$ cat src/sfep_pkg.sv
`default_nettype none
package sfep_pkg;
    localparam logic [7:0] OP_WRITE_ENABLE_CMD = 8'h06;
    localparam logic [7:0] OP_BLOCK_ERASE_64K = 8'hD8;
    localparam logic [7:0] OP_HALF_BLOCK_ERASE = 8'h52;
    localparam logic [7:0] OP_ARRAY_ERASE_A = 8'h60;
    localparam logic [7:0] OP_ARRAY_ERASE_B = 8'hC7;
    localparam logic [7:0] OP_PAGE_WRITE = 8'h02;
    localparam logic [7:0] OP_QUAD_PAGE_WRITE = 8'h38;
    localparam int ADDR_W = 24;
    localparam int PAGE_BYTES = 256;
    localparam int PAGE_AW = 8;
    localparam logic [1:0] ADDR_BYTES = 2'h3;
    localparam int BLK64_LOW_BITS = 16;
    localparam int BLK32_LOW_BITS = 15;
    localparam int CLK_HZ = 20_000_000;
    localparam int CYC_PER_US = CLK_HZ / 1_000_000;
    localparam int BLOCK_ERASE_TIME_US = 1000;
    localparam int ARRAY_ERASE_TIME_US = 20000;
    localparam int PAGE_WRITE_TIME_US = 1000;
    localparam int BLOCK_ERASE_CYC = BLOCK_ERASE_TIME_US * CYC_PER_US;
    localparam int ARRAY_ERASE_CYC = ARRAY_ERASE_TIME_US * CYC_PER_US;
    localparam int PAGE_WRITE_CYC = PAGE_WRITE_TIME_US * CYC_PER_US;
    localparam logic [ADDR_W-1:0] ADDR_RST = 24'h000000;
    localparam logic [31:0] CNT_RST = 32'h00000000;
    typedef enum logic [1:0] {
        ERK_64K = 2'h0,
        ERK_32K = 2'h1,
        ERK_CHIP = 2'h2
    } sfep_erase_kind_t;
endpackage
`default_nettype wire

$ cat src/sfep_flash_engine.sv
`timescale 1ns/100ps
`default_nettype none
// Operation
// - 64K block erase sets the whole addressed 64K block to ones.
// - 32K block erase sets the whole addressed 32K block to ones.
// - host sets the write enable latch first; erase/program only act while set.
// - block erase is opcode, three address bytes on lane 0, then select release.
// - any address inside a block selects that whole block.
// - erase select release must fall exactly after the last address byte.
// - select release starts timed cycle; busy held, then cleared with latch.
// - protected target leaves the array unchanged but still clears the latch.
// - chip erase is the opcode alone, then release; whole array goes to ones.
// - any protection anywhere blocks chip erase, latch still cleared.
// - single-lane commands ignore the upper three lanes.
// - page write is opcode, address, at least one data byte; only clears bits.
// - data past the page end wraps to the page start.
// - beyond 256 bytes only the last 256 received are kept.
// - fewer than 256 bytes program only the addressed bytes.
// - page write release must fall on a data byte boundary, else rejected.
// - quad page write also needs the quad lane enable bit.
// - quad page write sends address and data nibble-wide on four lanes.
// - quad page write otherwise behaves like single-lane page write.
module sfep_flash_engine #(
    parameter int unsigned P_BLOCK_ERASE_CYC = sfep_pkg::BLOCK_ERASE_CYC,
    parameter int unsigned P_ARRAY_ERASE_CYC = sfep_pkg::ARRAY_ERASE_CYC,
    parameter int unsigned P_PAGE_WRITE_CYC = sfep_pkg::PAGE_WRITE_CYC
) (
    input wire logic I_CLK,
    input wire logic I_RST_N,
    input wire logic I_SCLK,
    input wire logic I_CS_N,
    input wire logic [3:0] I_SIO,
    input wire logic I_QUAD_LANE_ENABLE,
    input wire logic I_PROTECT_MODE_SELECT,
    input wire logic I_BLOCK_PROTECT_HIT,
    input wire logic I_LOCK_HIT,
    input wire logic I_ANY_PROTECTED,
    output logic O_WRITE_IN_PROGRESS,
    output logic O_WRITE_ENABLE_LATCH,
    output logic [sfep_pkg::ADDR_W-1:0] O_CHECK_ADDR,
    output logic O_ERASE_GO,
    output sfep_pkg::sfep_erase_kind_t O_ERASE_KIND,
    output logic [sfep_pkg::ADDR_W-1:0] O_ERASE_BASE,
    output logic O_PROG_WE,
    output logic [sfep_pkg::ADDR_W-1:0] O_PROG_ADDR,
    output logic [7:0] O_PROG_DATA
);
    import sfep_pkg::*;

    typedef enum logic [3:0] {
        FS_OPC = 4'h1,
        FS_ADDR = 4'h2,
        FS_DATA = 4'h4,
        FS_EXTRA = 4'h8
    } sfep_frame_t;

    typedef enum logic [3:0] {
        EN_IDLE = 4'h1,
        EN_PROG = 4'h2,
        EN_WAIT = 4'h4,
        EN_END = 4'h8
    } sfep_eng_t;

    function automatic logic is_erase(input logic [7:0] op);
        is_erase = (op == OP_BLOCK_ERASE_64K) || (op == OP_HALF_BLOCK_ERASE);
    endfunction

    function automatic logic is_prog(input logic [7:0] op);
        is_prog = (op == OP_PAGE_WRITE) || (op == OP_QUAD_PAGE_WRITE);
    endfunction

    function automatic logic is_chip(input logic [7:0] op);
        is_chip = (op == OP_ARRAY_ERASE_A) || (op == OP_ARRAY_ERASE_B);
    endfunction

    logic cs_s1_r, cs_s2_r, cs_q_r;
    logic sclk_s1_r, sclk_s2_r, sclk_q_r;
    logic [3:0] sio_s1_r, sio_s2_r;
    logic cs_rise, cs_fall, sclk_rise;

    // link clock is only sampled; 400 ns period gives eight samples per bit
    always_ff @(posedge I_CLK or negedge I_RST_N) begin
        if (!I_RST_N) begin
            cs_s1_r <= 1'b1;
            cs_s2_r <= 1'b1;
            cs_q_r <= 1'b1;
            sclk_s1_r <= 1'b0;
            sclk_s2_r <= 1'b0;
            sclk_q_r <= 1'b0;
            sio_s1_r <= 4'h0;
            sio_s2_r <= 4'h0;
        end else begin
            cs_s1_r <= I_CS_N;
            cs_s2_r <= cs_s1_r;
            cs_q_r <= cs_s2_r;
            sclk_s1_r <= I_SCLK;
            sclk_s2_r <= sclk_s1_r;
            sclk_q_r <= sclk_s2_r;
            sio_s1_r <= I_SIO;
            sio_s2_r <= sio_s1_r;
        end
    end

    assign cs_rise = cs_s2_r && !cs_q_r;
    assign cs_fall = !cs_s2_r && cs_q_r;
    assign sclk_rise = sclk_s2_r && !sclk_q_r && !cs_s2_r;

    sfep_frame_t fs_r;
    sfep_eng_t eng_r;
    logic [7:0] op_r, sh_r, sh_nxt;
    logic [2:0] bit_cnt_r, bit_nxt;
    logic [1:0] abyte_r;
    logic [ADDR_W-1:0] addr_r;
    logic [PAGE_AW-1:0] idx_r;
    logic got_data_r, over_r, quad_ph, byte_done;
    logic [PAGE_BYTES-1:0] valid_r;
    logic wip_r, wel_r, buf_wr;

    assign quad_ph = (fs_r != FS_OPC) && (op_r == OP_QUAD_PAGE_WRITE);
    assign sh_nxt = quad_ph ? {sh_r[3:0], sio_s2_r} : {sh_r[6:0], sio_s2_r[0]};
    assign bit_nxt = quad_ph ? 3'(bit_cnt_r + 3'h4) : 3'(bit_cnt_r + 3'h1);
    assign byte_done = sclk_rise && (bit_nxt == 3'h0);
    assign buf_wr = byte_done && (fs_r == FS_DATA) && !wip_r;

    always_ff @(posedge I_CLK or negedge I_RST_N) begin
        if (!I_RST_N) begin
            fs_r <= FS_OPC;
            op_r <= 8'h00;
            sh_r <= 8'h00;
            bit_cnt_r <= 3'h0;
            abyte_r <= 2'h0;
            addr_r <= ADDR_RST;
            idx_r <= 8'h00;
            got_data_r <= 1'b0;
            over_r <= 1'b0;
        end else if (cs_fall) begin
            fs_r <= FS_OPC;
            op_r <= 8'h00;
            bit_cnt_r <= 3'h0;
            abyte_r <= 2'h0;
            got_data_r <= 1'b0;
            over_r <= 1'b0;
        end else if (sclk_rise) begin
            sh_r <= sh_nxt;
            bit_cnt_r <= bit_nxt;
            if (byte_done) begin
                case (fs_r)
                    FS_OPC: begin
                        op_r <= sh_nxt;
                        fs_r <= (is_erase(sh_nxt) || is_prog(sh_nxt)) ? FS_ADDR : FS_EXTRA;
                    end
                    FS_ADDR: begin
                        addr_r <= {addr_r[15:0], sh_nxt};
                        abyte_r <= 2'(abyte_r + 2'h1);
                        if (abyte_r == 2'(ADDR_BYTES - 2'h1)) begin
                            idx_r <= sh_nxt;
                            fs_r <= is_prog(op_r) ? FS_DATA : FS_EXTRA;
                        end
                    end
                    FS_DATA: begin
                        idx_r <= 8'(idx_r + 8'h01);
                        got_data_r <= 1'b1;
                    end
                    FS_EXTRA: begin
                        over_r <= 1'b1;
                    end
                    default: begin
                        fs_r <= FS_OPC;
                    end
                endcase
            end
        end
    end

    // later bytes at the same index overwrite earlier ones, so only the last 256 survive
    always_ff @(posedge I_CLK or negedge I_RST_N) begin
        if (!I_RST_N) begin
            valid_r <= '0;
        end else if (cs_fall && !wip_r) begin
            valid_r <= '0;
        end else if (buf_wr) begin
            valid_r[idx_r] <= 1'b1;
        end
    end

    logic frame_end_ok, opc_only_ok, erase_ok, prog_ok, chip_ok, write_enable_cmd_ok, prot_hit, launch;
    assign frame_end_ok = (bit_cnt_r == 3'h0) && !over_r;
    assign opc_only_ok = frame_end_ok && (fs_r == FS_EXTRA);
    assign write_enable_cmd_ok = opc_only_ok && (op_r == OP_WRITE_ENABLE_CMD);
    assign chip_ok = opc_only_ok && is_chip(op_r);
    assign erase_ok = opc_only_ok && is_erase(op_r) && (abyte_r == ADDR_BYTES);
    assign prog_ok = frame_end_ok && (fs_r == FS_DATA) && got_data_r && is_prog(op_r)
        && ((op_r != OP_QUAD_PAGE_WRITE) || I_QUAD_LANE_ENABLE);
    assign prot_hit = is_chip(op_r) ? I_ANY_PROTECTED
        : (I_PROTECT_MODE_SELECT ? I_LOCK_HIT : I_BLOCK_PROTECT_HIT);
    assign launch = cs_rise && !wip_r && wel_r && (chip_ok || erase_ok || prog_ok);

    logic [31:0] cnt_r;
    logic [8:0] walk_r;
    logic [PAGE_AW-1:0] pend_idx_r;
    logic pend_r;
    logic [ADDR_W-PAGE_AW-1:0] page_r;
    logic erase_go_r;
    sfep_erase_kind_t erase_kind_r;
    logic [ADDR_W-1:0] erase_base_r;

    always_ff @(posedge I_CLK or negedge I_RST_N) begin
        if (!I_RST_N) begin
            eng_r <= EN_IDLE;
            wip_r <= 1'b0;
            wel_r <= 1'b0;
            cnt_r <= CNT_RST;
            walk_r <= 9'h000;
            page_r <= 16'h0000;
            erase_go_r <= 1'b0;
            erase_kind_r <= ERK_64K;
            erase_base_r <= ADDR_RST;
        end else begin
            erase_go_r <= 1'b0;
            case (eng_r)
                EN_IDLE: begin
                    if (cs_rise && !wip_r && write_enable_cmd_ok) begin
                        wel_r <= 1'b1;
                    end
                    if (launch) begin
                        wip_r <= 1'b1;
                        page_r <= addr_r[ADDR_W-1:PAGE_AW];
                        if (prot_hit) begin
                            eng_r <= EN_END;
                        end else if (is_prog(op_r)) begin
                            walk_r <= 9'h000;
                            eng_r <= EN_PROG;
                        end else begin
                            erase_go_r <= 1'b1;
                            eng_r <= EN_WAIT;
                            if (is_chip(op_r)) begin
                                erase_kind_r <= ERK_CHIP;
                                erase_base_r <= ADDR_RST;
                                cnt_r <= 32'(P_ARRAY_ERASE_CYC);
                            end else if (op_r == OP_BLOCK_ERASE_64K) begin
                                erase_kind_r <= ERK_64K;
                                erase_base_r <= {addr_r[ADDR_W-1:BLK64_LOW_BITS], 16'h0000};
                                cnt_r <= 32'(P_BLOCK_ERASE_CYC);
                            end else begin
                                erase_kind_r <= ERK_32K;
                                erase_base_r <= {addr_r[ADDR_W-1:BLK32_LOW_BITS], 15'h0000};
                                cnt_r <= 32'(P_BLOCK_ERASE_CYC);
                            end
                        end
                    end
                end
                EN_PROG: begin
                    walk_r <= 9'(walk_r + 9'h001);
                    if (walk_r == 9'(PAGE_BYTES)) begin
                        cnt_r <= 32'(P_PAGE_WRITE_CYC);
                        eng_r <= EN_WAIT;
                    end
                end
                EN_WAIT: begin
                    // a new frame cannot disturb the cycle, launch is gated by busy
                    if (cnt_r <= 32'h00000001) begin
                        eng_r <= EN_END;
                    end else begin
                        cnt_r <= cnt_r - 32'h00000001;
                    end
                end
                EN_END: begin
                    wip_r <= 1'b0;
                    wel_r <= 1'b0;
                    eng_r <= EN_IDLE;
                end
                default: begin
                    eng_r <= EN_IDLE;
                end
            endcase
        end
    end

    // walk the whole page but strobe only bytes that were received
    always_ff @(posedge I_CLK or negedge I_RST_N) begin
        if (!I_RST_N) begin
            pend_r <= 1'b0;
            pend_idx_r <= 8'h00;
        end else begin
            pend_r <= (eng_r == EN_PROG) && (walk_r < 9'(PAGE_BYTES));
            pend_idx_r <= walk_r[PAGE_AW-1:0];
        end
    end

    logic [7:0] rd_data;

    sfep_page_buf #(
        .DW(8),
        .DEPTH(PAGE_BYTES),
        .AW(PAGE_AW)
    ) u_buf (
        .i_clk(I_CLK),
        .i_wr_en(buf_wr),
        .i_wr_addr(idx_r),
        .i_wr_data(sh_nxt),
        .i_rd_addr(walk_r[PAGE_AW-1:0]),
        .o_rd_data(rd_data)
    );

    assign O_WRITE_IN_PROGRESS = wip_r;
    assign O_WRITE_ENABLE_LATCH = wel_r;
    assign O_CHECK_ADDR = addr_r;
    assign O_ERASE_GO = erase_go_r;
    assign O_ERASE_KIND = erase_kind_r;
    assign O_ERASE_BASE = erase_base_r;
    assign O_PROG_WE = pend_r && valid_r[pend_idx_r];
    assign O_PROG_ADDR = {page_r, pend_idx_r};
    assign O_PROG_DATA = rd_data;

    chk_busy_needs_latch: assert property (@(posedge I_CLK) disable iff (!I_RST_N)
        $rose(wip_r) |-> wel_r) else $error("busy started without write enable latch");
    chk_busy_from_release: assert property (@(posedge I_CLK) disable iff (!I_RST_N)
        $rose(wip_r) |-> $past(cs_rise)) else $error("busy started without select release");
    chk_end_clears_latch: assert property (@(posedge I_CLK) disable iff (!I_RST_N)
        $fell(wip_r) |-> !wel_r) else $error("latch still set after cycle end");
    chk_erase_busy_hold: assert property (@(posedge I_CLK) disable iff (!I_RST_N)
        O_ERASE_GO |-> wip_r [*4]) else $error("busy dropped early during erase");
    chk_blk64_align: assert property (@(posedge I_CLK) disable iff (!I_RST_N)
        O_ERASE_GO && O_ERASE_KIND == ERK_64K |-> O_ERASE_BASE[15:0] == 16'h0000
        && O_ERASE_BASE[23:16] == $past(addr_r[23:16])) else $error("64K erase base wrong");
    chk_blk32_align: assert property (@(posedge I_CLK) disable iff (!I_RST_N)
        O_ERASE_GO && O_ERASE_KIND == ERK_32K |-> O_ERASE_BASE[14:0] == 15'h0000
        && O_ERASE_BASE[23:15] == $past(addr_r[23:15])) else $error("32K erase base wrong");
    chk_protect_blocks: assert property (@(posedge I_CLK) disable iff (!I_RST_N)
        $rose(wip_r) && $past(prot_hit) |-> !O_ERASE_GO ##1 !wip_r && !wel_r)
        else $error("protected target was altered");
    chk_chip_protect: assert property (@(posedge I_CLK) disable iff (!I_RST_N)
        O_ERASE_GO && O_ERASE_KIND == ERK_CHIP |-> $past(!I_ANY_PROTECTED))
        else $error("chip erase ran while protected");
    chk_quad_enable: assert property (@(posedge I_CLK) disable iff (!I_RST_N)
        $rose(wip_r) && $past(op_r) == OP_QUAD_PAGE_WRITE |-> $past(I_QUAD_LANE_ENABLE))
        else $error("quad write accepted without quad enable");
    chk_busy_ignores: assert property (@(posedge I_CLK) disable iff (!I_RST_N)
        wip_r && eng_r == EN_WAIT && cnt_r > 32'h00000002 |=> eng_r == EN_WAIT && !O_ERASE_GO)
        else $error("busy cycle disturbed");
    chk_prog_in_page: assert property (@(posedge I_CLK) disable iff (!I_RST_N)
        O_PROG_WE |-> wip_r && O_PROG_ADDR[23:8] == page_r && $past(eng_r) == EN_PROG)
        else $error("program strobe outside page walk");

    cov_block_erase: cover property (@(posedge I_CLK) disable iff (!I_RST_N)
        O_ERASE_GO && O_ERASE_KIND == ERK_64K);
    cov_chip_erase: cover property (@(posedge I_CLK) disable iff (!I_RST_N)
        O_ERASE_GO && O_ERASE_KIND == ERK_CHIP);
    cov_page_write: cover property (@(posedge I_CLK) disable iff (!I_RST_N)
        O_PROG_WE && op_r == OP_PAGE_WRITE);
    cov_quad_write: cover property (@(posedge I_CLK) disable iff (!I_RST_N)
        O_PROG_WE && op_r == OP_QUAD_PAGE_WRITE);
endmodule
`default_nettype wire

$ cat src/sfep_page_buf.sv
`timescale 1ns/100ps
`default_nettype none
module sfep_page_buf #(
    parameter int DW = 8,
    parameter int DEPTH = 256,
    parameter int AW = 8
) (
    input wire logic i_clk,
    input wire logic i_wr_en,
    input wire logic [AW-1:0] i_wr_addr,
    input wire logic [DW-1:0] i_wr_data,
    input wire logic [AW-1:0] i_rd_addr,
    output logic [DW-1:0] o_rd_data
);
    logic [DW-1:0] mem_r [DEPTH];

    always_ff @(posedge i_clk) begin
        if (i_wr_en) begin
            mem_r[i_wr_addr] <= i_wr_data;
        end
    end

    always_ff @(posedge i_clk) begin
        o_rd_data <= mem_r[i_rd_addr];
    end
endmodule
`default_nettype wire

$ cat config.mk
export PLATFORM = sky130hd
export DESIGN_NAME = sfep_flash_engine
export DESIGN_NICKNAME = d
export VERILOG_FILES = /design/src/sfep_pkg.sv /design/src/sfep_flash_engine.sv /design/src/sfep_page_buf.sv
export SDC_FILE = /design/constraint.sdc
export NUM_CORES = 2
export LEC_CHECK = 0
export ABC_CLOCK_PERIOD_IN_PS = 13700
export BUFFER_PORTS_ARGS = -buffer_cell sky130_fd_sc_hd__buf_4
export CAP_MARGIN = 30
export CORE_UTILIZATION = 65
export DETAILED_ROUTE_END_ITERATION = 16
export PLACE_DENSITY = 0.83
export SETUP_SLACK_MARGIN = 0.15
export SKIP_LAST_GASP = 1
export SYNTH_ARGS = -nofsm -noshare
export SYNTH_HDL_FRONTEND = slang
export SYNTH_SLANG_ARGS = --single-unit
export TNS_END_PERCENT = 50
$ cat constraint.sdc
create_clock -name I_CLK -period 13.7 [get_ports I_CLK]
set_input_delay 2.74 -clock I_CLK [delete_from_list [all_inputs] [get_ports I_CLK]]
set_output_delay 2.74 -clock I_CLK [all_outputs]
set_load 0.1 [all_outputs]
==> qor.txt <==
commonest non-fill, non-tap cell in the layout: edfxtp_1
# nets final: 5238
worst vdd rail ir drop: 0.150 mV
slew margin rel.: 19.8%
initial antenna violation count: 12
WP data required: 10.96 ns
flop2flop setup slack: 8.12 ns
Worst Hold Class: reg2reg
number of synthesized flops with an enable pin: 2048
clock buffer depth: 3
Std-Cell Rows: 141
number of global-route vias before repair: 54067
status: finished, final reports clean
pin count of the biggest net entering global routing: 190
Die H: 390 um
total grt overflow: 0
Leakage: 35.8 nW
via count: 53810
H-tree Lvls: 4
Ports: 99
Startpoint Class: flop
Tot GR Track Use: 35.0%
Setup Fix Bufs, Post-CTS: 0
Power Dens Cells: 148 mW/mm^2
Core Area: 0.149 sq mm
drt total wl: 262000 um
RSZ-0062 raised after global routing: no
sequential fraction of the synthesis area: 73.7%
Die ar.: 0.152 sq mm
synthesized cell area: 0.0977 sq mm
maximum clock rate: 0.136 GHz
synthesized flop and latch total: 2468
CTS tree: built
crit path cell chain: buf_4 > mux4_2 > mux4_2 > mux4_2 > nor2_1 > o22ai_1 > buf_4
DP Area: 0.101 sq mm
family with the most delay on the worst path: multiplexers
# hold bufs at CTS: 0
highest-count cells in the layout ignoring fill and taps: edfxtp_1, mux4_2, dfrtp_1
Max stage delay on crit path: 0.93 ns
WL/cell: 35.3 um
yosys warns: 0
die width: 390 um
period utilization: 53.7%
worst path buffer plus inverter count: 2
setup_tns: 0 ns
pre-CTS WS: 7.23 ns
number of DRC markers in iteration 0: 8362
critical path peak fanout: 39
DRC: 0
root buf cell: clkbuf_16
worst skew pair latency: 0.88 ns
post-cts resize count: 0
count of final setup violators: 0
Starting Density: 65.8%
post-route setup slack: 6.34 ns
CP Data Arrival Time: 4.62 ns
global-route wire length before repair: 378000 um
ys flop type: edfxtp_1
via/cell ratio: 7.25
Final Hold Vio Count: 0
Slew @ Worst Pin: 1.20 ns
Pre-antenna DRT Iters: 9
Final min period: 7.36 ns
Buffers on Ports: 83
cts bufs inserted: 228
Routed Antenna Nets: 0
worst-case clock skew: 0.0580 ns
Design Area, Final: 0.108 sq mm
CP max stage cell: dfrtp_4
post-synth cell types: 81
DP HPWL: 143000 um
fin. max-slew vios: 0
Worst setup EP type: primary output
ratio of cells with drive above 1 in the final layout: 24.8%
Num Clock Sinks: 2468
GPL Wtd Cong: 0.883
clock-pin slew on the worst setup and hold paths: 0.06 ns
Synth Instances: 5107
CP Class: reg2out
max cap viols: 0
fraction of registers with async set/reset: 16.7%
critical path's most frequent cell: mux4_2
Mean Syn Cell Area: 19.1 sq um
Layout Area Growth over Synthesis: 10.7%
==> synthesized netlist by cell type, types with 8 or more instances <==
library cell     n  share of area (%)
nor3_1          34               0.17
nor4b_1          8              0.072
buf_1           52               0.20
buf_4           16               0.12
inv_1           22              0.085
o22ai_1         15              0.096
o21ai_0        259                1.3
nand3_1         50               0.26
mux4_2         681                 16
nor4_1          10              0.064
a22oi_1         26               0.20
nand3b_1        10              0.077
buf_2           51               0.26
nand2_1        332                1.3
or3_1           20               0.13
o221ai_1        16               0.14
mux2i_1         67               0.69
o31ai_1         18               0.14
ha_1            12               0.15
nand4_1         11              0.070
nor2_1         306                1.2
dfxtp_1          8               0.16
dfrtp_1        407                 10
o211ai_1         8              0.061
nor2b_1          9              0.058
or4_1           22               0.17
edfxtp_1      2048                 63
nor2_2          30               0.19
mux2_2          48               0.55
a211oi_1        14               0.11
o21a_1          65               0.50
a31oi_1         16               0.10
nand2b_1        20               0.13
a21oi_1         64               0.33
clkbuf_1       227               0.87
==> sequential cells by signal (all words and copies together), names as in the netlist, 7 cells and up <==
| register | count |
|---|---|
| idx_r | 8 |
| u_buf.mem_r | 2048 |
| walk_r | 9 |
| page_r | 16 |
| pend_idx_r | 8 |
| O_CHECK_ADDR | 24 |
| cnt_r | 32 |
| O_ERASE_BASE | 9 |
| sh_r | 7 |
| valid_r | 256 |
| op_r | 8 |
| u_buf.o_rd_data | 8 |
==> metal layers <==
| metal | wire, um | share of wire (%) | vias to the layer above | global-route usage, % |
|---|---|---|---|---|
| li1 | - | - | 20738 | - |
| met1 | 87500 | 33 | 27556 | 46.5 |
| met2 | 125000 | 48 | 4578 | 54.4 |
| met3 | 32700 | 12 | 920 | 9.04 |
| met4 | 16100 | 6.1 | 18 | 18.3 |
| met5 | 108 | 0.041 | - | 0 |
==> power by group <==
| part | total [mW] | internal (mW) | leakage, nW | switching, mW |
|---|---|---|---|---|
| sequential | 8.64 | 8.60 | 23.9 | 0.0366 |
| clock | 6.27 | 3.43 | 3.55 | 2.84 |
| combinational | 1.13 | 0.261 | 8.38 | 0.867 |
| total | 16.0 | 12.3 | 35.8 | 3.74 |
==> metrics by stage <==
step                util (%)  power (mW)  hold slack [ns]  instances
finish                  72.8        16.0            0.347       7420
detailed placement      67.8        9.86            0.336       6976
global placement        67.6        9.78            0.332       6958
global route            72.8        16.4            0.360       7417
floorplan                  -        9.49            0.331       5121
CTS                     72.7        16.0            0.351       7408
==> cell families after synthesis <==
| family | Yosys count | synth area share, % |
|---|---|---|
| flops | 2468 | 73.7 |
| simple gates | 896 | 4.13 |
| mux | 796 | 16.9 |
| compound gates | 555 | 3.49 |
| buf+inv | 375 | 1.58 |
| fa+ha+maj | 12 | 0.154 |
| xor+xnor | 4 | 0.0359 |
| other cells | 1 | 0.00384 |
==> final cells by class <==
type / instances / area, sq um
Multi-Input combinational cell: 2278 / 24300
Timing Repair Buffer: 210 / 1920
Clock inverter: 131 / 1130
Tap cell: 2002 / 2500
Antenna cell: 3 / 7.51
Clock buffer: 301 / 6150
Inverter: 27 / 154
Fill cell: 7988 / 40300
Sequential cell: 2468 / 72000
==> final timing paths <==
kind | start | endpoint | cells past startpoint
max | pend_idx_r[0] | O_PROG_WE | 7
min | sio_s1_r[0] | sio_s2_r[0] | 0
max reg2reg | walk_r[0] | u_buf.o_rd_data[0] | 9
min reg2reg | sio_s1_r[0] | sio_s2_r[0] | 0
max in group asynchronous | I_RST_N | valid_r[120] | 4
min in group asynchronous | I_RST_N | page_r[11] | 1
Note: power is estimated with default switching activity, not from simulation.
